`config.mk`:
```
export PLATFORM = sky130hd
export DESIGN_NAME = host_port_controller_flat
export DESIGN_NICKNAME = d
export VERILOG_FILES = /design/src/logic/host_port_pkg.sv /design/src/logic/host_port_if.sv /design/src/logic/host_port_controller.sv /design/src/flat_wrapper.sv
export SDC_FILE = /design/constraint.sdc
export NUM_CORES = 1
export LEC_CHECK = 0
export BUFFER_PORTS_ARGS = -buffer_cell sky130_fd_sc_hd__buf_2
export CORE_MARGIN = 8
export CORE_UTILIZATION = 45
export CTS_CLUSTER_SIZE = 14
export DETAILED_ROUTE_END_ITERATION = 12
export PLACE_DENSITY = 0.68
export SKIP_CTS_REPAIR_TIMING = 1
export SLEW_MARGIN = 5
export SYNTH_ARGS = -nofsm -noshare
export SYNTH_HDL_FRONTEND = slang
export SYNTH_SLANG_ARGS = --single-unit
export TNS_END_PERCENT = 10
```
`constraint.sdc`:
```
create_clock -name clk -period 4.8 [get_ports clk]
set_clock_uncertainty 0.1 [all_clocks]
set_input_delay 0.48 -clock clk [delete_from_list [all_inputs] [get_ports clk]]
set_output_delay 0.48 -clock clk [all_outputs]
set_load 0.03 [all_outputs]
```
`src/logic/host_port_pkg.sv`:
```
// constants shared by both ends of the parallel host register port
package host_port_pkg;
   localparam int DATA_W = 32;
   localparam int ADDR_W = 8;
   localparam int FIELD_W = 8;
   // ---------------------------------------------------------------
   // link register indices
   // ---------------------------------------------------------------
   localparam logic [7:0] IDX_XFER_ADDR = 8'h00;
   localparam logic [7:0] IDX_XFER_COUNT = 8'h01;
   localparam logic [7:0] IDX_MOVED = 8'h02;
   localparam logic [7:0] IDX_CONFIG = 8'h03;
   localparam logic [7:0] IDX_INTERFACE = 8'h04;
   localparam logic [7:0] IDX_ALTERNATE = 8'h05;
   localparam logic [7:0] IDX_ARG_A = 8'h06;
   localparam logic [7:0] IDX_ARG_B = 8'h07;
   localparam logic [7:0] IDX_COMMAND = 8'h08;
   localparam logic [7:0] IDX_HANDSHAKE = 8'h09;
   localparam logic [7:0] IDX_FIFO = 8'h0A;
   localparam int MAILBOX_N = 8;
   localparam logic [31:0] REG_RESET = 32'h0000_0000;
   localparam logic [31:0] HANDSHAKE_RESET = 32'h0000_0002;
   localparam int DONE_BIT = 1;
   // ---------------------------------------------------------------
   // pin timing and synchroniser resets
   // ---------------------------------------------------------------
   localparam logic [3:0] PULSE_CYCLES = 4'h4;
   localparam logic [3:0] GAP_CYCLES = 4'h8;
   localparam logic [4:0] DEV_SYNC_RESET = 5'h1C;
   localparam logic [2:0] HOST_SYNC_RESET = 3'h4;
   // ---------------------------------------------------------------
   // controller registers on the AXI4-Lite side
   // ---------------------------------------------------------------
   localparam logic [7:0] OFS_CONTROL = 8'h00;
   localparam logic [7:0] OFS_TARGET = 8'h04;
   localparam logic [7:0] OFS_WRITE_DATA = 8'h08;
   localparam logic [7:0] OFS_READ_DATA = 8'h0C;
   localparam logic [7:0] OFS_STATUS = 8'h10;
   localparam int CTL_GO = 0;
   localparam int CTL_WRITE = 1;
   localparam int CTL_KEEP = 2;
   localparam int ST_BUSY = 0;
   localparam int ST_SESSION = 1;
   localparam int ST_REQUEST = 2;
   localparam logic [1:0] RESP_OKAY = 2'h0;
   localparam logic [1:0] RESP_SLVERR = 2'h2;
endpackage : host_port_pkg

```
`src/logic/host_port_if.sv`:
```
// pin bundle between the system processor and the device
`timescale 1ns/100ps
`default_nettype none
interface host_port_if;
   logic [7:0] addr;
   logic csN;
   logic oeN;
   logic weN;
   logic hold;
   logic sessionStart;
   logic waitN;
   logic ready;
   logic devIrq;
   logic [31:0] hostData;
   logic hostDataOe;
   logic [31:0] devData;
   logic devDataOe;
   logic [31:0] dataBus;
   // shared data wire, resolved from the two enables
   assign dataBus = devDataOe ? devData : (hostDataOe ? hostData : 32'h0000_0000);
   modport device (input addr, csN, oeN, weN, hold, sessionStart, hostData, hostDataOe, dataBus,
      output waitN, ready, devIrq, devData, devDataOe);
   modport host (output addr, csN, oeN, weN, hold, sessionStart, hostData, hostDataOe,
      input waitN, ready, devIrq, devData, devDataOe, dataBus);
endinterface : host_port_if
`default_nettype wire

```
`src/logic/host_port_controller.sv`:
```
// processor end: AXI4-Lite command registers driving the access sequence
`timescale 1ns/100ps
`default_nettype none
module host_port_controller
   import host_port_pkg::*;
(
   input wire logic clk,
   input wire logic rst_n,
   host_port_if.host link,
   input wire logic [7:0] s_axi_awaddr,
   input wire logic s_axi_awvalid,
   output logic s_axi_awready,
   input wire logic [31:0] s_axi_wdata,
   input wire logic [3:0] s_axi_wstrb,
   input wire logic s_axi_wvalid,
   output logic s_axi_wready,
   output logic [1:0] s_axi_bresp,
   output logic s_axi_bvalid,
   input wire logic s_axi_bready,
   input wire logic [7:0] s_axi_araddr,
   input wire logic s_axi_arvalid,
   output logic s_axi_arready,
   output logic [31:0] s_axi_rdata,
   output logic [1:0] s_axi_rresp,
   output logic s_axi_rvalid,
   input wire logic s_axi_rready
);
   typedef enum logic [5:0] {
      H_IDLE = 6'b000001,
      H_PULSE = 6'b000010,
      H_WAITRDY = 6'b000100,
      H_SELECT = 6'b001000,
      H_STROBE = 6'b010000,
      H_RELEASE = 6'b100000
   } host_state_t;

   host_state_t state;
   logic [2:0] sync1;
   logic [2:0] sync2;
   logic [2:0] sync3;
   logic [2:0] pinLevel;
   logic [2:0] next_pinLevel;
   logic irqPrev;
   logic [3:0] count;
   logic opWrite;
   logic keep;
   logic sessionOpen;
   logic [7:0] target;
   logic [31:0] writeData;
   logic [31:0] readData;
   logic requestSeen;
   logic awHeld;
   logic wHeld;
   logic [7:0] awAddr;
   logic [31:0] wData;
   logic [3:0] wStrb;

   // ---------------------------------------------------------------
   // pin synchronisers
   // ---------------------------------------------------------------
   always_ff @(posedge clk or negedge rst_n) begin
      if (!rst_n) begin
         sync1 <= HOST_SYNC_RESET;
         sync2 <= HOST_SYNC_RESET;
         sync3 <= HOST_SYNC_RESET;
         pinLevel <= HOST_SYNC_RESET;
         irqPrev <= 1'b0;
      end else begin
         sync1 <= {link.waitN, link.ready, link.devIrq};
         sync2 <= sync1;
         sync3 <= sync2;
         pinLevel <= next_pinLevel;
         irqPrev <= pinLevel[0];
      end
   end

   genvar g;
   generate
      for (g = 0; g < 3; g++) begin : g_filter
         assign next_pinLevel[g] = (sync2[g] == sync3[g]) ? sync2[g] : pinLevel[g];
      end
   endgenerate

   wire waitLow = !pinLevel[2];
   wire readyOn = pinLevel[1];
   wire irqEdge = pinLevel[0] & !irqPrev;

   // ---------------------------------------------------------------
   // AXI4-Lite slave
   // ---------------------------------------------------------------
   assign s_axi_awready = !awHeld && !s_axi_bvalid;
   assign s_axi_wready = !wHeld && !s_axi_bvalid;
   assign s_axi_arready = !s_axi_rvalid;
   wire doWrite = awHeld && wHeld && !s_axi_bvalid;
   wire wrMapped = (awAddr == OFS_CONTROL) || (awAddr == OFS_TARGET) ||
      (awAddr == OFS_WRITE_DATA) || (awAddr == OFS_READ_DATA) || (awAddr == OFS_STATUS);
   wire goCmd = doWrite && awAddr == OFS_CONTROL && wStrb[0] && wData[CTL_GO];
   wire startOp = goCmd && state == H_IDLE;
   wire clearReq = doWrite && awAddr == OFS_STATUS && wStrb[0] && wData[ST_REQUEST];
   wire [31:0] statusWord = {29'h0, requestSeen, sessionOpen, state != H_IDLE};
   wire [7:0] rdAddr = s_axi_araddr;
   wire rdMapped = (rdAddr == OFS_CONTROL) || (rdAddr == OFS_TARGET) ||
      (rdAddr == OFS_WRITE_DATA) || (rdAddr == OFS_READ_DATA) || (rdAddr == OFS_STATUS);
   wire [31:0] ctlWord = {29'h0, keep, opWrite, 1'b0};
   wire [31:0] rdWord = (rdAddr == OFS_CONTROL) ? ctlWord :
      (rdAddr == OFS_TARGET) ? {24'h000000, target} :
      (rdAddr == OFS_WRITE_DATA) ? writeData :
      (rdAddr == OFS_READ_DATA) ? readData :
      (rdAddr == OFS_STATUS) ? statusWord : 32'h0000_0000;

   always_ff @(posedge clk or negedge rst_n) begin
      if (!rst_n) begin
         awHeld <= 1'b0;
         wHeld <= 1'b0;
         awAddr <= 8'h00;
         wData <= 32'h0000_0000;
         wStrb <= 4'h0;
         s_axi_bvalid <= 1'b0;
         s_axi_bresp <= RESP_OKAY;
      end else begin
         if (s_axi_awvalid && s_axi_awready) begin
            awHeld <= 1'b1;
            awAddr <= {s_axi_awaddr[7:2], 2'b00};
         end
         if (s_axi_wvalid && s_axi_wready) begin
            wHeld <= 1'b1;
            wData <= s_axi_wdata;
            wStrb <= s_axi_wstrb;
         end
         if (doWrite) begin
            awHeld <= 1'b0;
            wHeld <= 1'b0;
            s_axi_bvalid <= 1'b1;
            s_axi_bresp <= wrMapped ? RESP_OKAY : RESP_SLVERR;
         end else if (s_axi_bready) begin
            s_axi_bvalid <= 1'b0;
         end
      end
   end

   always_ff @(posedge clk or negedge rst_n) begin
      if (!rst_n) begin
         s_axi_rvalid <= 1'b0;
         s_axi_rdata <= 32'h0000_0000;
         s_axi_rresp <= RESP_OKAY;
      end else if (s_axi_arvalid && s_axi_arready) begin
         s_axi_rvalid <= 1'b1;
         s_axi_rdata <= rdWord;
         s_axi_rresp <= rdMapped ? RESP_OKAY : RESP_SLVERR;
      end else if (s_axi_rready) begin
         s_axi_rvalid <= 1'b0;
      end
   end

   // target and write data are not changed under a running access
   generate
      for (g = 0; g < 4; g++) begin : g_lane
         always_ff @(posedge clk or negedge rst_n) begin
            if (!rst_n) begin
               writeData[8*g+7:8*g] <= 8'h00;
            end else if (doWrite && awAddr == OFS_WRITE_DATA && wStrb[g] && state == H_IDLE) begin
               writeData[8*g+7:8*g] <= wData[8*g+7:8*g];
            end
         end
      end
   endgenerate

   always_ff @(posedge clk or negedge rst_n) begin
      if (!rst_n) begin
         target <= 8'h00;
         requestSeen <= 1'b0;
      end else begin
         if (doWrite && awAddr == OFS_TARGET && wStrb[0] && state == H_IDLE) begin
            target <= wData[7:0];
         end
         // a new device interrupt wins over a clear
         if (irqEdge) begin
            requestSeen <= 1'b1;
         end else if (clearReq) begin
            requestSeen <= 1'b0;
         end
      end
   end

   // ---------------------------------------------------------------
   // access sequencer
   // ---------------------------------------------------------------
   always_ff @(posedge clk or negedge rst_n) begin
      if (!rst_n) begin
         state <= H_IDLE;
         count <= 4'h0;
         opWrite <= 1'b0;
         keep <= 1'b0;
         sessionOpen <= 1'b0;
         readData <= 32'h0000_0000;
         link.hold <= 1'b0;
         link.sessionStart <= 1'b0;
         link.csN <= 1'b1;
         link.oeN <= 1'b1;
         link.weN <= 1'b1;
         link.addr <= 8'h00;
         link.hostDataOe <= 1'b0;
      end else begin
         unique case (state)
            H_IDLE: if (startOp) begin
               opWrite <= wData[CTL_WRITE];
               keep <= wData[CTL_KEEP];
               link.hold <= wData[CTL_KEEP];
               link.addr <= target;
               if (sessionOpen) begin
                  link.csN <= 1'b0;
                  state <= H_SELECT;
               end else begin
                  count <= PULSE_CYCLES;
                  state <= H_PULSE;
               end
            end
            H_PULSE: begin
               link.sessionStart <= (count != 4'h0);
               count <= (count != 4'h0) ? count - 4'h1 : 4'h0;
               if (count == 4'h0) state <= H_WAITRDY;
            end
            H_WAITRDY: if (readyOn) begin
               sessionOpen <= 1'b1;
               link.csN <= 1'b0;
               state <= H_SELECT;
            end
            H_SELECT: if (waitLow) begin
               link.oeN <= opWrite;
               link.weN <= !opWrite;
               link.hostDataOe <= opWrite;
               state <= H_STROBE;
            end
            H_STROBE: if (!waitLow) begin
               readData <= opWrite ? readData : link.dataBus;
               link.oeN <= 1'b1;
               link.weN <= 1'b1;
               link.hold <= keep;
               count <= GAP_CYCLES;
               state <= H_RELEASE;
            end
            H_RELEASE: begin
               link.csN <= 1'b1;
               link.hostDataOe <= 1'b0;
               sessionOpen <= keep;
               count <= (count != 4'h0) ? count - 4'h1 : 4'h0;
               // gap lets the device filter see select high before the next one
               if (count == 4'h0) state <= H_IDLE;
            end
         endcase
      end
   end

   assign link.hostData = writeData;
endmodule : host_port_controller
`default_nettype wire

```
`src/flat_wrapper.sv`:
```
// flat-port wrapper written by rule: the top's interface ports become plain ports
module host_port_controller_flat import host_port_pkg::*;
  (clk, rst_n, s_axi_awaddr, s_axi_awvalid, s_axi_awready, s_axi_wdata, s_axi_wstrb, s_axi_wvalid, s_axi_wready, s_axi_bresp, s_axi_bvalid, s_axi_bready, s_axi_araddr, s_axi_arvalid, s_axi_arready, s_axi_rdata, s_axi_rresp, s_axi_rvalid, s_axi_rready, link_addr, link_csN, link_oeN, link_weN, link_hold, link_sessionStart, link_hostData, link_hostDataOe, link_waitN, link_ready, link_devIrq, link_devData, link_devDataOe);
  host_port_if link_i ();
  input wire logic clk;
  input wire logic rst_n;
  input wire logic [7:0] s_axi_awaddr;
  input wire logic s_axi_awvalid;
  output logic s_axi_awready;
  input wire logic [31:0] s_axi_wdata;
  input wire logic [3:0] s_axi_wstrb;
  input wire logic s_axi_wvalid;
  output logic s_axi_wready;
  output logic [1:0] s_axi_bresp;
  output logic s_axi_bvalid;
  input wire logic s_axi_bready;
  input wire logic [7:0] s_axi_araddr;
  input wire logic s_axi_arvalid;
  output logic s_axi_arready;
  output logic [31:0] s_axi_rdata;
  output logic [1:0] s_axi_rresp;
  output logic s_axi_rvalid;
  input wire logic s_axi_rready;
  output wire logic [$bits(link_i.addr)-1:0] link_addr;
  output wire logic [$bits(link_i.csN)-1:0] link_csN;
  output wire logic [$bits(link_i.oeN)-1:0] link_oeN;
  output wire logic [$bits(link_i.weN)-1:0] link_weN;
  output wire logic [$bits(link_i.hold)-1:0] link_hold;
  output wire logic [$bits(link_i.sessionStart)-1:0] link_sessionStart;
  output wire logic [$bits(link_i.hostData)-1:0] link_hostData;
  output wire logic [$bits(link_i.hostDataOe)-1:0] link_hostDataOe;
  input wire logic [$bits(link_i.waitN)-1:0] link_waitN;
  input wire logic [$bits(link_i.ready)-1:0] link_ready;
  input wire logic [$bits(link_i.devIrq)-1:0] link_devIrq;
  input wire logic [$bits(link_i.devData)-1:0] link_devData;
  input wire logic [$bits(link_i.devDataOe)-1:0] link_devDataOe;
  assign link_addr = link_i.addr;
  assign link_csN = link_i.csN;
  assign link_oeN = link_i.oeN;
  assign link_weN = link_i.weN;
  assign link_hold = link_i.hold;
  assign link_sessionStart = link_i.sessionStart;
  assign link_hostData = link_i.hostData;
  assign link_hostDataOe = link_i.hostDataOe;
  assign link_i.waitN = link_waitN;
  assign link_i.ready = link_ready;
  assign link_i.devIrq = link_devIrq;
  assign link_i.devData = link_devData;
  assign link_i.devDataOe = link_devDataOe;
  host_port_controller u_core (.clk(clk), .rst_n(rst_n), .link(link_i), .s_axi_awaddr(s_axi_awaddr), .s_axi_awvalid(s_axi_awvalid), .s_axi_awready(s_axi_awready), .s_axi_wdata(s_axi_wdata), .s_axi_wstrb(s_axi_wstrb), .s_axi_wvalid(s_axi_wvalid), .s_axi_wready(s_axi_wready), .s_axi_bresp(s_axi_bresp), .s_axi_bvalid(s_axi_bvalid), .s_axi_bready(s_axi_bready), .s_axi_araddr(s_axi_araddr), .s_axi_arvalid(s_axi_arvalid), .s_axi_arready(s_axi_arready), .s_axi_rdata(s_axi_rdata), .s_axi_rresp(s_axi_rresp), .s_axi_rvalid(s_axi_rvalid), .s_axi_rready(s_axi_rready));
endmodule
```
==> results.cfg <==
[status]
status = finished with violations
violations = negative hold slack

[die]
num_rows = 50
fp.dieArea_um2 = 23200
ios = 182
initial_core_util_pct = 45.4
core_area_um2 = 18500
die_h_um = 152
die_w_um = 152

[grt]
top_usage_layer = met2
grt_pass1_vias = 6264
grt_util_all_layers_pct = 18.7
grt_max_degree = 98
use_met3_pct = 5.98
grt_pass1_wl_um = 34600
grtUsageMet1_pct = 23.6
grt_overflow = 0
antenna_found_initial = 2
grt_util_met2_pct = 30.2

[routing]
drtIter0Drc = 263
post-route-drc-count = 0
avgRoutedWirePerCell_um = 18.4
routed_wl_um = 21100
routed_via_density = 5.27
dr.pass1.iters = 4
final_antenna_net_count = 0
vias = 6040

[cts]
cts_tree = yes
cts-root-buf = clkbuf_16
cts_inserted_buffers = 17
clk_latency_ns = 0.43
cts_max_level = 4
cts_num_sinks = 193
clockBufferDepth = 2
path_clk_slew_ns = 0.08

[cells_and_area]
nets = 996
area_delta_synth_final_pct = 20.2
final_common_cell = dfrtp_1
final-instance-count-excl-fill = 1147
final_util_pct = 54.5
stdcell_area_um2 = 10100
layout-drive-gt1-share_pct = 36.0
multi_input_area_um2 = 3330
fillers = 1602
final_cell_mix = 185 x dfrtp_1, 176 x buf_2, 104 x nand2_1
seqCellArea_um2 = 4840

[pwr]
clockPowerShare_pct = 30.5
max-vdd-ir-drop_mv = 0.310
p_leak_uw = 0.00496
switchingPower_uw = 1530
swShare_pct = 31.0
powerDensity_nw_per_um2 = 490
p_comb_share_pct = 22.1
internal_power_uw = 3410
power_frac_seq_pct = 47.4

[synthesis]
avgSynthCellArea_um2 = 11.3
synth.distinct_cells = 56
syn_inst = 740
synth_area_um2 = 8380
ys_seq_area_share_pct = 57.8
ys_ff_latch = 193
synth_edf_count = 0
async_reset_ff_share_pct = 100
synth_flop_cell = dfrtp_1
ys_warn_count = 0

[worst_setup_path]
arrival_ns = 2.91
critPathMaxFanout = 64
crit_type = reg -> reg
startpoint_type = flop
cp-end-kind = flop
critPathRequiredTime_ns = 4.96

[timing]
fin_hold_ws_ns = -0.0184
worst_pin_slew_ns = 1.11
finalHoldViolations = 4
max_clock_freq_mhz = 363
setup_viol = 0
rsz0062_at_grt = false
fin_setup_tns_ns = 0
post-route-min-period_ns = 2.76
finalMaxSlewViolations = 0
max_slew_margin_pct = 26.0
post-route-period-util_pct = 57.4

[placed_design]
hpwl_um = 14600
dp_cells = 1115
placed_area_um2 = 9440
port_buffers = 177
gp_congestion = 0.830

[worst_hold_path]
hold_class = in -> async

[run]
drv_cap = 0
-- final timing paths --
path,slack [ns],cells past startpoint,to,start
max,2.04,5,u_core.readData[19],u_core.state[1]
min,-0.02,1,u_core.s_axi_rdata[11],rst_n
max reg2reg,2.04,5,u_core.readData[19],u_core.state[1]
min reg2reg,0.25,0,u_core.sync2[0],u_core.sync1[0]
max in group asynchronous,3.63,2,u_core.link.weN,rst_n
min in group clk,0.04,1,u_core.sync1[2],link_waitN
-- flip-flops by register name (all words and copies together), names as in the netlist, 4 cells and up --
signal                cells
u_core.wStrb              4
u_core.awAddr             6
u_core.link.addr          8
u_core.count              4
u_core.s_axi_rdata       32
u_core.wData             32
u_core.readData          32
u_core.state              6
u_core.target             8
u_core.link.hostData     32
-- area by class of cell --
type	instances	area share [%]
Sequential cell	193	48.1
Multi-Input combinational cell	496	33.1
Timing Repair Buffer	182	9.38
Clock buffer	17	4.23
Tap cell	234	2.91
Clock inverter	14	1.93
Inverter	10	0.373
Antenna cell	1	0.0249
-- worst max-delay path, cell delays in order, from the launching register on --
cell	delay, ns
dfrtp_1	0.45
nor4_1	0.60
nand4b_1	0.34
or2_2	0.76
nand2_1	0.18
o21ai_0	0.11
-- kinds of logic (layout without fill, tap and decap cells) --
group | after synthesis | in the layout | share of synthesized area (%)
xor gates and xnor gates | 2 | 2 | 0.209
AOI/OAI and AO/OA | 154 | 154 | 10.3
buffers and inverters | 52 | 223 | 2.52
DFF | 193 | 193 | 57.8
adders and majority gates | 4 | 4 | 0.508
other | 1 | 3 | 0.0448
muxes | 120 | 120 | 16.3
and+or+nand+nor | 214 | 214 | 12.3
-- routing by layer --
metal,wire length [um],up-vias,part of all wire (%)
li1,-,2909,-
met1,9380,2956,44
met2,10100,151,48
met3,1340,22,6.4
met4,303,2,1.4
met5,12,-,0.057
-- power by group through the flow --
stage          logic (uW)  registers (uW)  clock network [uW]
5_1_grt              1230            2400                1600
2_1_floorplan         816            2320                   0
4_1_cts              1110            2340                1540
3_5_place_dp         1100            2370                   0
3_3_place_gp         1070            2350                   0
6_report             1090            2340                1500
-- through the flow --
stage / setup slack [ns] / total power [uW]
6_report: 2.04 / 4940
2_1_floorplan: 2.34 / 3140
5_1_grt: 1.75 / 5230
3_3_place_gp: 2.06 / 3420
3_5_place_dp: 2.00 / 3470
4_1_cts: 2.04 / 4990
-- cells in the mapped netlist, types with 3 or more instances --
library cell	n	area share, %
nand3b_1	5	0.45
o211ai_1	3	0.27
maj3_1	3	0.36
nand3_1	7	0.42
nor2_1	50	2.2
o21ai_0	77	4.6
inv_1	10	0.45
nand2_4	3	0.40
dfrtp_1	185	55
a21oi_1	48	2.9
nor2b_1	9	0.67
clkbuf_1	36	1.6
nor4_1	4	0.30
mux2_2	85	11
nand2b_1	8	0.60
dfstp_2	8	2.5
mux2i_1	25	3.0
mux2_4	9	1.6
o22ai_1	5	0.37
nand2_1	104	4.7
o311a_1	5	0.60
nand4b_1	6	0.63
(Power assumes the default switching activity.)
